`config.mk`:
```
export PLATFORM = sky130hd
export DESIGN_NAME = dcr_control_regs
export DESIGN_NICKNAME = d
export VERILOG_FILES = /design/src/logic/dcr_pkg.sv /design/src/logic/dcr_gain_limit.sv /design/src/logic/dcr_control_regs.sv
export SDC_FILE = /design/constraint.sdc
export NUM_CORES = 1
export LEC_CHECK = 0
export BUFFER_PORTS_ARGS = -buffer_cell sky130_fd_sc_hd__buf_2
export CELL_PAD_IN_SITES_DETAIL_PLACEMENT = 1
export CELL_PAD_IN_SITES_GLOBAL_PLACEMENT = 1
export CORE_MARGIN = 3
export CORE_UTILIZATION = 40
export DETAILED_ROUTE_END_ITERATION = 16
export GPL_ROUTABILITY_DRIVEN = 0
export GPL_TIMING_DRIVEN = 0
export PLACE_DENSITY = 0.86
export SETUP_SLACK_MARGIN = 0.05
export SLEW_MARGIN = 20
export SYNTH_ARGS = -nofsm -noshare
export SYNTH_HDL_FRONTEND = slang
export SYNTH_SLANG_ARGS = --single-unit
export TNS_END_PERCENT = 5
```
`constraint.sdc`:
```
create_clock -name clk -period 3.3 [get_ports clk]
set_clock_uncertainty 0.05 [all_clocks]
set_input_delay 0.495 -clock clk [delete_from_list [all_inputs] [get_ports clk]]
set_output_delay 0.495 -clock clk [all_outputs]
set_load 0.005 [all_outputs]
```
`src/logic/dcr_pkg.sv`:
```
`default_nettype none

package dcr_pkg;

    // Register offsets on the control bus.
    localparam logic [7:0] OFS_FRAC_LO = 8'h64;
    localparam logic [7:0] OFS_FRAC_HI = 8'h65;
    localparam logic [7:0] OFS_TALLY_LO = 8'h67;
    localparam logic [7:0] OFS_TALLY_MID = 8'h68;
    localparam logic [7:0] OFS_TALLY_HI = 8'h69;
    localparam logic [7:0] OFS_MEAN_RATE = 8'h6A;
    localparam logic [7:0] OFS_FW_VERSION = 8'h71;
    localparam logic [7:0] OFS_DECODE_GO = 8'h72;
    localparam logic [7:0] OFS_HS_CORNER_LO = 8'h77;
    localparam logic [7:0] OFS_HS_CORNER_HI = 8'h78;
    localparam logic [7:0] OFS_LS_CORNER_LO = 8'h79;
    localparam logic [7:0] OFS_LS_CORNER_HI = 8'h7A;
    localparam logic [7:0] OFS_HS_GAIN = 8'h7B;
    localparam logic [7:0] OFS_LS_GAIN = 8'h7C;

    // Reset values.
    localparam logic [7:0] FRAC_LO_RST = 8'h46;
    localparam logic [7:0] FRAC_HI_RST = 8'h5B;
    localparam logic [7:0] BYTE_RST = 8'h00;
    localparam logic [23:0] TALLY_RST = 24'h000000;

    // Field positions.
    localparam int DECODE_GO_BIT = 0;
    localparam int FRAC_HI_SHIFT = 8;

    // Gain limit in 1.5 dB steps: 12 steps is 18 dB.
    localparam logic [7:0] GAIN_STEP_LIMIT = 8'h0C;

    // Control bus slave address and byte framing.
    localparam logic [6:0] BUS_ADDR_DEFAULT = 7'h43;
    localparam logic [3:0] BITS_PER_BYTE = 4'h8;

    // Control bus slave states.
    typedef enum logic [3:0] {
        DCR_IDLE = 4'b0000,
        DCR_ADDR = 4'b0001,
        DCR_ADDR_ACK = 4'b0010,
        DCR_PTR = 4'b0011,
        DCR_PTR_ACK = 4'b0100,
        DCR_WDATA = 4'b0101,
        DCR_WDATA_ACK = 4'b0110,
        DCR_RDATA = 4'b0111,
        DCR_RDATA_ACK = 4'b1000
    } dcr_bus_e;

endpackage : dcr_pkg

`default_nettype wire

```
`src/logic/dcr_gain_limit.sv`:
```
`timescale 1ns/1ps
`default_nettype none

// Clamps a signed step count to the allowed boost and cut range.
module dcr_gain_limit (
    input wire logic [7:0] gain_raw,
    output logic [7:0] gain_steps
);
    import dcr_pkg::*;

    // Out-of-range requests saturate so the filter never sees more than 18 dB.
    always_comb begin
        if ($signed(gain_raw) > $signed(GAIN_STEP_LIMIT)) begin
            gain_steps = GAIN_STEP_LIMIT;
        end else if ($signed(gain_raw) < -$signed(GAIN_STEP_LIMIT)) begin
            gain_steps = 8'(-$signed(GAIN_STEP_LIMIT));
        end else begin
            gain_steps = gain_raw;
        end
    end

endmodule : dcr_gain_limit

`default_nettype wire

```
`src/logic/dcr_control_regs.sv`:
```
`timescale 1ns/1ps
`default_nettype none

module dcr_control_regs #(
    parameter logic [6:0] BUS_ADDR = dcr_pkg::BUS_ADDR_DEFAULT,
    parameter logic [7:0] FW_VERSION = 8'hA5 // Arbitrary value.
) (
    input wire logic clk,
    input wire logic reset,
    input wire logic soft_reset,
    input wire logic scl_in,
    input wire logic sda_in,
    output logic sda_out,
    output logic sda_oe,
    input wire logic frame_decoded,
    input wire logic frame_sync,
    input wire logic [15:0] sync_fraction,
    input wire logic [7:0] bitrate_kbps,
    input wire logic boot_done,
    output logic [15:0] pll_fraction,
    output logic [23:0] frame_tally,
    output logic decode_run,
    output logic [15:0] high_shelf_corner,
    output logic [15:0] low_shelf_corner,
    output logic [7:0] high_shelf_gain,
    output logic [7:0] low_shelf_gain
);
    import dcr_pkg::*;

    ////////////////////////////////////////////////////////////////////////////////////////////
    // State of the whole block.

    typedef struct packed {
        dcr_bus_e st;
        logic [3:0] cnt;
        logic [7:0] shreg;
        logic rw;
        logic [7:0] ptr;
        logic sda_oe;
        logic sda_out;
        logic scl_q;
        logic sda_q;
        logic sync_q;
        logic [7:0] frac_lo;
        logic [7:0] frac_hi;
        logic [23:0] tally;
        logic [7:0] rate;
        logic [7:0] version;
        logic run;
        logic [7:0] hs_lo;
        logic [7:0] hs_hi;
        logic [7:0] ls_lo;
        logic [7:0] ls_hi;
        logic [7:0] hs_gain;
        logic [7:0] ls_gain;
        logic [7:0] hs_steps;
        logic [7:0] ls_steps;
    } dcr_state_s;

    localparam dcr_state_s RST_STATE = '{
        st: DCR_IDLE,
        frac_lo: FRAC_LO_RST,
        frac_hi: FRAC_HI_RST,
        scl_q: 1'b1,
        sda_q: 1'b1,
        default: '0
    };

    dcr_state_s state_r;
    dcr_state_s state_nxt;
    logic [7:0] hs_steps_lim;
    logic [7:0] ls_steps_lim;
    logic scl_rise;
    logic scl_fall;
    logic bus_start;
    logic bus_stop;
    logic [7:0] rd_byte;
    logic [7:0] rd_next;

    ////////////////////////////////////////////////////////////////////////////////////////////
    // Register read decode; unmapped offsets and unused bits read as zero.

    function automatic logic [7:0] read_reg(input dcr_state_s s, input logic [7:0] a);
        logic [7:0] v;
        v = BYTE_RST;
        case (a)
            OFS_FRAC_LO: v = s.frac_lo;
            OFS_FRAC_HI: v = s.frac_hi;
            OFS_TALLY_LO: v = s.tally[7:0];
            OFS_TALLY_MID: v = s.tally[15:8];
            OFS_TALLY_HI: v = s.tally[23:16];
            OFS_MEAN_RATE: v = s.rate;
            OFS_FW_VERSION: v = s.version;
            OFS_DECODE_GO: v[DECODE_GO_BIT] = s.run;
            OFS_HS_CORNER_LO: v = s.hs_lo;
            OFS_HS_CORNER_HI: v = s.hs_hi;
            OFS_LS_CORNER_LO: v = s.ls_lo;
            OFS_LS_CORNER_HI: v = s.ls_hi;
            OFS_HS_GAIN: v = s.hs_gain;
            OFS_LS_GAIN: v = s.ls_gain;
            default: v = BYTE_RST;
        endcase
        return v;
    endfunction : read_reg

    assign rd_byte = read_reg(state_r, state_r.ptr);
    assign rd_next = read_reg(state_r, state_r.ptr + 8'h01);

    // Bus pins are already synchronous, so edges come from one registered sample.
    assign scl_rise = scl_in & ~state_r.scl_q;
    assign scl_fall = ~scl_in & state_r.scl_q;
    assign bus_start = scl_in & state_r.scl_q & state_r.sda_q & ~sda_in;
    assign bus_stop = scl_in & state_r.scl_q & ~state_r.sda_q & sda_in;

    ////////////////////////////////////////////////////////////////////////////////////////////
    // Gain saturation, one instance per shelf.

    dcr_gain_limit u_hs_limit (
        .gain_raw(state_r.hs_gain),
        .gain_steps(hs_steps_lim)
    );

    dcr_gain_limit u_ls_limit (
        .gain_raw(state_r.ls_gain),
        .gain_steps(ls_steps_lim)
    );

    ////////////////////////////////////////////////////////////////////////////////////////////
    // Next-state logic: bus slave, host writes, hardware updates, soft reset.

    always_comb begin
        state_nxt = state_r;
        state_nxt.scl_q = scl_in;
        state_nxt.sda_q = sda_in;
        state_nxt.sync_q = frame_sync;
        state_nxt.sda_out = 1'b0;
        if (bus_start) begin
            state_nxt.st = DCR_ADDR;
            state_nxt.cnt = 4'h0;
            state_nxt.sda_oe = 1'b0;
        end else if (bus_stop) begin
            state_nxt.st = DCR_IDLE;
            state_nxt.sda_oe = 1'b0;
        end else begin
            unique case (state_r.st)
                DCR_IDLE: begin
                    state_nxt.sda_oe = 1'b0;
                end
                DCR_ADDR, DCR_PTR, DCR_WDATA: begin
                    if (scl_rise) begin
                        state_nxt.shreg = {state_r.shreg[6:0], sda_in};
                        state_nxt.cnt = state_r.cnt + 4'h1;
                    end else if (scl_fall && state_r.cnt == BITS_PER_BYTE) begin
                        state_nxt.sda_oe = 1'b1;
                        if (state_r.st == DCR_ADDR) begin
                            state_nxt.rw = state_r.shreg[0];
                            if (state_r.shreg[7:1] == BUS_ADDR) begin
                                state_nxt.st = DCR_ADDR_ACK;
                            end else begin
                                state_nxt.st = DCR_IDLE;
                                state_nxt.sda_oe = 1'b0;
                            end
                        end else if (state_r.st == DCR_PTR) begin
                            state_nxt.st = DCR_PTR_ACK;
                        end else begin
                            // Only writable bits are stored; read-only offsets drop the data.
                            unique case (state_r.ptr)
                                OFS_FRAC_LO: state_nxt.frac_lo = state_r.shreg;
                                OFS_FRAC_HI: state_nxt.frac_hi = state_r.shreg;
                                OFS_DECODE_GO: state_nxt.run = state_r.shreg[DECODE_GO_BIT];
                                OFS_HS_CORNER_LO: state_nxt.hs_lo = state_r.shreg;
                                OFS_HS_CORNER_HI: state_nxt.hs_hi = state_r.shreg;
                                OFS_LS_CORNER_LO: state_nxt.ls_lo = state_r.shreg;
                                OFS_LS_CORNER_HI: state_nxt.ls_hi = state_r.shreg;
                                OFS_HS_GAIN: state_nxt.hs_gain = state_r.shreg;
                                OFS_LS_GAIN: state_nxt.ls_gain = state_r.shreg;
                                default: state_nxt.run = state_r.run;
                            endcase
                            state_nxt.st = DCR_WDATA_ACK;
                        end
                    end
                end
                DCR_ADDR_ACK: begin
                    if (scl_fall) begin
                        state_nxt.cnt = 4'h0;
                        if (state_r.rw) begin
                            state_nxt.shreg = rd_byte;
                            state_nxt.sda_oe = ~rd_byte[7];
                            state_nxt.st = DCR_RDATA;
                        end else begin
                            state_nxt.sda_oe = 1'b0;
                            state_nxt.st = DCR_PTR;
                        end
                    end
                end
                DCR_PTR_ACK: begin
                    if (scl_fall) begin
                        state_nxt.ptr = state_r.shreg;
                        state_nxt.cnt = 4'h0;
                        state_nxt.sda_oe = 1'b0;
                        state_nxt.st = DCR_WDATA;
                    end
                end
                DCR_WDATA_ACK: begin
                    if (scl_fall) begin
                        state_nxt.ptr = state_r.ptr + 8'h01;
                        state_nxt.cnt = 4'h0;
                        state_nxt.sda_oe = 1'b0;
                        state_nxt.st = DCR_WDATA;
                    end
                end
                DCR_RDATA: begin
                    if (scl_rise) begin
                        state_nxt.cnt = state_r.cnt + 4'h1;
                    end else if (scl_fall) begin
                        if (state_r.cnt == BITS_PER_BYTE) begin
                            state_nxt.sda_oe = 1'b0;
                            state_nxt.st = DCR_RDATA_ACK;
                        end else begin
                            state_nxt.shreg = {state_r.shreg[6:0], 1'b0};
                            state_nxt.sda_oe = ~state_r.shreg[6];
                        end
                    end
                end
                DCR_RDATA_ACK: begin
                    if (scl_rise) begin
                        // Bit 0 holds the master's acknowledge until the falling edge.
                        state_nxt.shreg[0] = sda_in;
                    end else if (scl_fall) begin
                        state_nxt.cnt = 4'h0;
                        if (!state_r.shreg[0]) begin
                            state_nxt.ptr = state_r.ptr + 8'h01;
                            state_nxt.shreg = rd_next;
                            state_nxt.sda_oe = ~rd_next[7];
                            state_nxt.st = DCR_RDATA;
                        end else begin
                            state_nxt.st = DCR_IDLE;
                        end
                    end
                end
                default: begin
                    state_nxt.st = DCR_IDLE;
                    state_nxt.sda_oe = 1'b0;
                end
            endcase
        end

        // Reaching frame sync loads the operational fraction; it beats a host write.
        if (frame_sync && !state_r.sync_q) begin
            state_nxt.frac_lo = sync_fraction[7:0];
            state_nxt.frac_hi = sync_fraction[15:8];
        end

        // Frame tally and mean rate only move while decoding runs.
        if (frame_decoded && state_r.run) begin
            state_nxt.tally = state_r.tally + 24'h000001;
            state_nxt.rate = bitrate_kbps;
        end

        // The version code is hidden until the embedded firmware has booted.
        state_nxt.version = boot_done ? FW_VERSION : BYTE_RST;

        // Saturated step counts feed the shelf filters.
        state_nxt.hs_steps = hs_steps_lim;
        state_nxt.ls_steps = ls_steps_lim;

        // Software reset reloads every register except the version code; the bus slave keeps its place.
        if (soft_reset) begin
            state_nxt.frac_lo = FRAC_LO_RST;
            state_nxt.frac_hi = FRAC_HI_RST;
            state_nxt.tally = TALLY_RST;
            state_nxt.rate = BYTE_RST;
            state_nxt.run = 1'b0;
            state_nxt.hs_lo = BYTE_RST;
            state_nxt.hs_hi = BYTE_RST;
            state_nxt.ls_lo = BYTE_RST;
            state_nxt.ls_hi = BYTE_RST;
            state_nxt.hs_gain = BYTE_RST;
            state_nxt.ls_gain = BYTE_RST;
        end
    end

    // Hardware reset loads the same values, including the defined fraction low byte.
    always_ff @(posedge clk) begin
        if (reset) begin
            state_r <= RST_STATE;
        end else begin
            state_r <= state_nxt;
        end
    end

    ////////////////////////////////////////////////////////////////////////////////////////////
    // Outputs, all straight from the state register.

    assign sda_out = state_r.sda_out;
    assign sda_oe = state_r.sda_oe;
    // The PLL forms its divisor from this fraction for the 48 kHz family.
    assign pll_fraction = (16'(state_r.frac_hi) << FRAC_HI_SHIFT) | 16'(state_r.frac_lo);
    assign frame_tally = state_r.tally;
    assign decode_run = state_r.run;
    assign high_shelf_corner = {state_r.hs_hi, state_r.hs_lo};
    assign low_shelf_corner = {state_r.ls_hi, state_r.ls_lo};
    assign high_shelf_gain = state_r.hs_steps;
    assign low_shelf_gain = state_r.ls_steps;

    ////////////////////////////////////////////////////////////////////////////////////////////
    // Checks.

    frac_swreset_a: assert property (@(posedge clk) disable iff (reset)
        soft_reset |=> pll_fraction == 16'h5B46)
        else $error("fraction not reloaded by soft reset");

    frac_sync_a: assert property (@(posedge clk) disable iff (reset)
        (frame_sync && !state_r.sync_q && !soft_reset) |=> pll_fraction == $past(sync_fraction))
        else $error("fraction not loaded at frame sync");

    tally_step_a: assert property (@(posedge clk) disable iff (reset)
        (frame_decoded && decode_run && !soft_reset) |=> frame_tally == $past(frame_tally) + 24'h1)
        else $error("frame tally did not advance");

    tally_hold_a: assert property (@(posedge clk) disable iff (reset)
        (!frame_decoded && !soft_reset) |=> $stable(frame_tally))
        else $error("frame tally moved without a frame");

    tally_clear_a: assert property (@(posedge clk) disable iff (reset)
        soft_reset |=> frame_tally == 24'h0 && !decode_run)
        else $error("soft reset left tally or run set");

    rate_capture_a: assert property (@(posedge clk) disable iff (reset)
        (frame_decoded && decode_run && !soft_reset) |=> state_r.rate == $past(bitrate_kbps))
        else $error("mean rate not captured");

    version_gate_a: assert property (@(posedge clk) disable iff (reset)
        !boot_done |=> state_r.version == 8'h00)
        else $error("version visible before boot");

    hs_gain_range_a: assert property (@(posedge clk) disable iff (reset)
        $signed(high_shelf_gain) <= 8'sd12 && $signed(high_shelf_gain) >= -8'sd12)
        else $error("high shelf gain out of range");

    ls_gain_range_a: assert property (@(posedge clk) disable iff (reset)
        $signed(low_shelf_gain) <= 8'sd12 && $signed(low_shelf_gain) >= -8'sd12)
        else $error("low shelf gain out of range");

    unused_zero_a: assert property (@(posedge clk) disable iff (reset)
        state_r.ptr == OFS_DECODE_GO |-> rd_byte[7:1] == 7'h00)
        else $error("unused run bits read nonzero");

endmodule : dcr_control_regs

`default_nettype wire

```
### Word level (Yosys, flattened, before mapping)

Index checks and enable logic that the tools add are counted.
W data, S select, Z words.

| storage, ports and cells | value |
|---|---|
| register bits after elaboration | 151 |
| bits of input ports | 32 |
| output and inout port bits | 91 |
| word-level logic and storage cells | 233 |

| cells by class | value |
|---|---|
| add/subtract/negate cells | 3 |
| magnitude comparators | 4 |
| equality and inequality tests | 70 |
| mux-type cells | 67 |
| bitwise logic cells | 21 |
| reduce and logical (&&, ||, !) cells | 38 |

Operator list:

| operator | count |
|---|---|
| $eq A8 B7 Y1 const B | 28 |
| $pmux W7 S13 | 2 |
| $mux W16 | 10 |
| $mux W8 | 11 |
| $reduce_and A8 Y1 | 11 |
| $mux W9 | 5 |
| $reduce_and A10 Y1 | 4 |
| $mux W4 | 9 |
| $ne A4 B4 Y1 const B | 8 |
| $pmux W8 S4 | 1 |
| $ne A2 B2 Y1 const B | 15 |
| $pmux W1 S14 | 2 |
| $add A24 B1 Y24 const B | 1 |
| $pmux W4 S6 | 1 |
| $pmux W8 S3 | 1 |
| $mux W21 | 1 |
| $pmux W4 S5 | 1 |
| $eq A4 B3 Y1 const B | 4 |
| $gt A8 B5 Y1 const B | 2 |
| $lt A8 B5 Y1 const B | 2 |
| $or A16 B8 Y16 | 1 |
| $mux W1 | 15 |
| $mux W15 | 1 |
| $not A1 Y1 | 13 |
| other kinds (26) | 54 |

### Depth between registers and ports, before layout

| depth | value |
|---|---|
| word-level depth | 10 |
| depth in mapped cells | 13 |
| depth with buffers taken out | 10 |

### Modules after synthesis

Synthesis repeated with hierarchy kept, for this count alone.

| second synthesis, totals | value |
|---|---|
| cells, all modules | 1,207 |
| area total of the unflattened synthesis | 9,678.0 um^2 |

By module, submodules not included:

| module | times used | cells an instance | area each (um^2) | sequential area each (um^2) |
|---|---|---|---|---|
| dcr_control_regs | 1 | 1,155 | 9,262.6 | 2,862.7 |
| dcr_gain_limit | 2 | 26 | 207.7 | 0.0 |

### Worst setup path after synthesis

No wires, ideal clock.

| path | value |
|---|---|
| path type | reg-to-reg |
| start | register state_r[126] (netlist bit) |
| end | register state_r[136] (netlist bit) |
| library setup time | 0.086 ns |
| arrival time | 2.701 ns |
| data required time | 3.164 ns |
| setup slack | 0.463 ns |
| cell stages (with the launch flop) | 11 |
| path buffers | 1 |
| period minus slack after synthesis | 2.837 ns |
| cell sequence | dfxtp_1 ha_1 nand3_2 or3_1 a221o_2 buf_6 nor3_2 nand2_1 and4_1 a41o_1 a221oi_2 |

| between the ends | value |
|---|---|
| longest elaborated chain between the ends | 7 |
| elaborated cells on any way between the ends | 35 |
| those cells by class | add/sub: 1; eq/ne: 26; mux: 8 |

Ends and longest elaborated chain:

| item | line | RTL |
|---|---|---|
| from (decl) | dcr_control_regs.sv:69 | `dcr_state_s state_r;` |
| from (signal assigned) | dcr_control_regs.sv:288 | `state_r <= state_nxt;` |
| $add A8 B1 Y8 | dcr_control_regs.sv:107 | `assign rd_next = read_reg(state_r, state_r.ptr + 8'h01);` |
| $eq A8 B7 Y1 | dcr_control_regs.sv:86 | `case (a)` |
| $pmux W7 S13 | dcr_control_regs.sv:86 |  |
| $mux W8 | dcr_control_regs.sv:231 | `if (!state_r.shreg[0]) begin` |
| $mux W16 | dcr_control_regs.sv:229 | `end else if (scl_fall) begin` |
| $mux W15 | dcr_control_regs.sv:226 | `if (scl_rise) begin` |
| $pmux W8 S4 * | dcr_control_regs.sv:145 | `unique case (state_r.st)` |

Mark *: on every way between the ends. The rest lies on a longest branch, timed or not. The select of a mux whose other input is x is not followed.
A chain may end at the register's enable or synchronous reset.

### Worst setup path after layout

| path | value |
|---|---|
| start | register state_r[126] (netlist bit) |
| end | register state_r[141] (netlist bit) |

Same word-level chain as after synthesis.

==> impl_metrics.yaml <==
die:
  io_pins: 123
  initial_utilization: 0.410
  fp-row-count: 54
  die_w_um: 156
  dieArea_um2: 24400
  die_h_um: 156
  core_area_um2: 22000
setup_path:
  worstSetupPathType: "register to register"
  worstPathRequired_ns: 3.58
  cp.arrival_ns: 3.54
  worst-path-max-fanout: 10
  reg2reg_slack_ns: 0.04
  timing.rr.start: "state_r[126]"
  critPathLaunchType: "register"
  cp-end-kind: "register"
  r2r-end: "state_r[141]"
  r2r.worst_path.cells: 10
sta:
  hold_slack_ns: 0.249
  report.final.slew_viol_count: 0
  final_hold_viol_count: 0
  slew_headroom: 0.291
  finalSetupViolCount: 0
  worst_pin_slew_ns: 1.06
  rsz0062_at_grt: "yes"
  period_needed_ns: 3.26
  setup_ws_ns: 0.0435
  fin_crit_sh: 0.987
  clock.fmax_ghz: 0.307
pwr:
  leakagePower_nw: 4.04
  power.total_mw: 5.20
  peakVddDrop_uv: 326
  power_density_nw_per_um2: 484
yosys:
  synth_top_area_frac: 0.318
  yosys_most_used_dff: "dfxtp_1"
  async_flop_share: 0
  synth_cell_types: 75
  ys_warn_count: 0
  synth_edf_count: 0
  netlist_area_um2: 9010
  synthTopCellsByArea: "dfxtp_1 32%, buf_4 7.4%, nor2_1 6.4%"
  synthCells: 1166
  syn_nets: 1211
  synth.largest_area_cell: "dfxtp_1"
  syn_avg_cell_area_um2: 7.73
  yosys_register_bits: 143
  synth-seq-area-share: 0.318
placed_design:
  placed_cell_area_um2: 9970
  dp_hpwl_um: 28200
  pre_cts_ws_ns: -0.219
  numPortBuffers: 121
hold_path:
  holdPathStages: 3
  worst_hold_startpoint: "bitrate_kbps[3]"
  worst_hold_path_type: "primary input to register"
  hold_path_end: "state_r[76]"
routing:
  drtAntennaViolNets: 0
  first_iter_violations: 1673
  via_per_inst: 6.51
  route.detailed.drc: 0
  dr.pass1.iters: 8
  vias: 10500
  routed_wl_um: 39500
  routedWlPerCell_um: 24.5
final_layout:
  areaGrowthSynthToFinish_pct: 19.4
  antenna_cells: 0
  drive_gt1_frac: 0.238
  fillers: 2762
  num-nets-final: 1361
  stdcell_area_um2: 10800
cts:
  numCtsBuffers: 17
  clock_path_buffers: 2
  root_buffer: "clkbuf_16"
  cts.sinks: 143
  path_clk_slew_ns: 0.07
  htreeDepth: 4
  hold_buffers: 0
  cts_tree: "yes"
  clock_latency_ns: 0.44
global_routing:
  antenna_found_initial: 0
  grt_overflow_total: 0
  grt_pass1_vias: 10000
  grt_max_degree: 17
  grt_pass1_wl_um: 58900
  grt_use_total: 0.311
outcome:
  status: "completed"
flow_run:
  maxCapViolations: 0
## placed cells by master, fill, tap and decap left out, types with 23 or more instances in the layout
master      n
nor2_1    152
dfxtp_1   141
buf_2     126
nand2_1   114
buf_4     101
a21oi_1    65
nand3_1    63
clkbuf_1   62
mux2i_1    43
o21ai_0    31
inv_1      24
a22oi_1    24
a221oi_1   23
## registers in the layout (all words and copies together), names as in the netlist
| register | count |
|---|---|
| low_shelf_corner | 16 |
| frame_tally | 24 |
| high_shelf_corner | 16 |
| low_shelf_gain | 8 |
| state_r | 69 |
| high_shelf_gain | 8 |
| sda_oe | 1 |
| decode_run | 1 |
## cell usage after synthesis, types with 4 or more instances
library cell  count
a211oi_1         21
a21o_1            4
a21oi_1          66
a221oi_1         26
a222oi_1          6
a22o_1            8
a22oi_1          24
a311oi_1          6
a31oi_1          13
a32o_1            7
a32oi_1          14
a41o_1            5
and3_1           19
and4_1            6
buf_2             5
buf_4            89
clkbuf_1         75
dfxtp_1         143
ha_1             13
inv_1            24
mux2i_1          43
nand2_1         115
nand2b_1         13
nand3_1          63
nand4_1          11
nor2_1          153
nor2b_1          20
nor3_1           18
nor3_2            7
nor3b_1           4
o211ai_1          4
o21ai_0          31
o21ai_1           7
o22ai_1           4
o31ai_1           4
or2_2             6
or3_1             5
xnor2_1           8
xor2_1           18
## critical path, stage by stage, from the launching register on
cell and delay, ns:
dfxtp_2 0.39, ha_4 0.18, nand3_2 0.16, or3_1 0.45, a221oi_2 0.48, buf_4 0.29
nand2_1 0.23, o31ai_2 0.37, a211oi_1 0.08, a41o_1 0.21, a221oi_1 0.25
## what timing repair did
item	4_1_cts	5_1_grt
setup endpoints to repair	9	41
buffers inserted	0	11
gates cloned	0	0
resized for setup	19	38
pin swaps	2	6
## how the worst max path moves through the flow
| stage | start | endpoint | slack [ns] | depth (start not counted) |
|---|---|---|---|---|
| global route | state_r[147] | high_shelf_corner[12] | 0.002 | 8 |
| detailed placement | state_r[126] | state_r[139] | -0.22 | 8 |
| CTS | state_r[127] | state_r[136] | 0.03 | 10 |
| floorplan | state_r[126] | state_r[136] | 0.46 | 10 |
| finish | state_r[126] | state_r[141] | 0.04 | 10 |
| global placement | state_r[126] | state_r[137] | -0.19 | 8 |
## metal layers
| layer | part of all wire | track usage | vias to the layer above |
|---|---|---|---|
| met2 | 0.43 | 0.487 | 789 |
| met5 | 0 | 0 | - |
| met4 | 0.080 | 0.182 | 0 |
| met1 | 0.38 | 0.389 | 4979 |
| li1 | - | - | 4430 |
| met3 | 0.11 | 0.0779 | 271 |
## power by group
group,switching (mW),internal [mW]
combinational,1.06,0.436
sequential,0.0698,1.80
clock,0.846,0.993
total,1.97,3.23
## kinds of logic after synthesis
kind of cell,Yosys count,synth area share
compound gates,282,0.224
mux,44,0.0490
other cells,1,0.000416
xor+xnor,26,0.0253
fa+ha+maj,13,0.0181
simple gates,460,0.245
flops,143,0.318
buf+inv,197,0.121
## through the flow
stage / TNS [ns] / cells / util
floorplan: 0 / 1166 / -
global placement: -0.777 / 1567 / 0.454
detailed placement: -1.20 / 1567 / 0.454
CTS: 0 / 1599 / 0.482
global route: 0 / 1609 / 0.490
finish: 0 / 1609 / 0.490
## cell type report
cell class                 instances  area, um2  share of cell area
clock inverter                    13        101             0.00942
timing repair buffer             132        688              0.0639
buffer                           171       1020              0.0946
tap                              280        350              0.0326
multi-input combinational        826       5200               0.483
sequential                       143       2870               0.266
clock buffer                      19        443              0.0412
inverter                          25       93.8             0.00872
No activity file was read; power rests on OpenSTA's default activity.
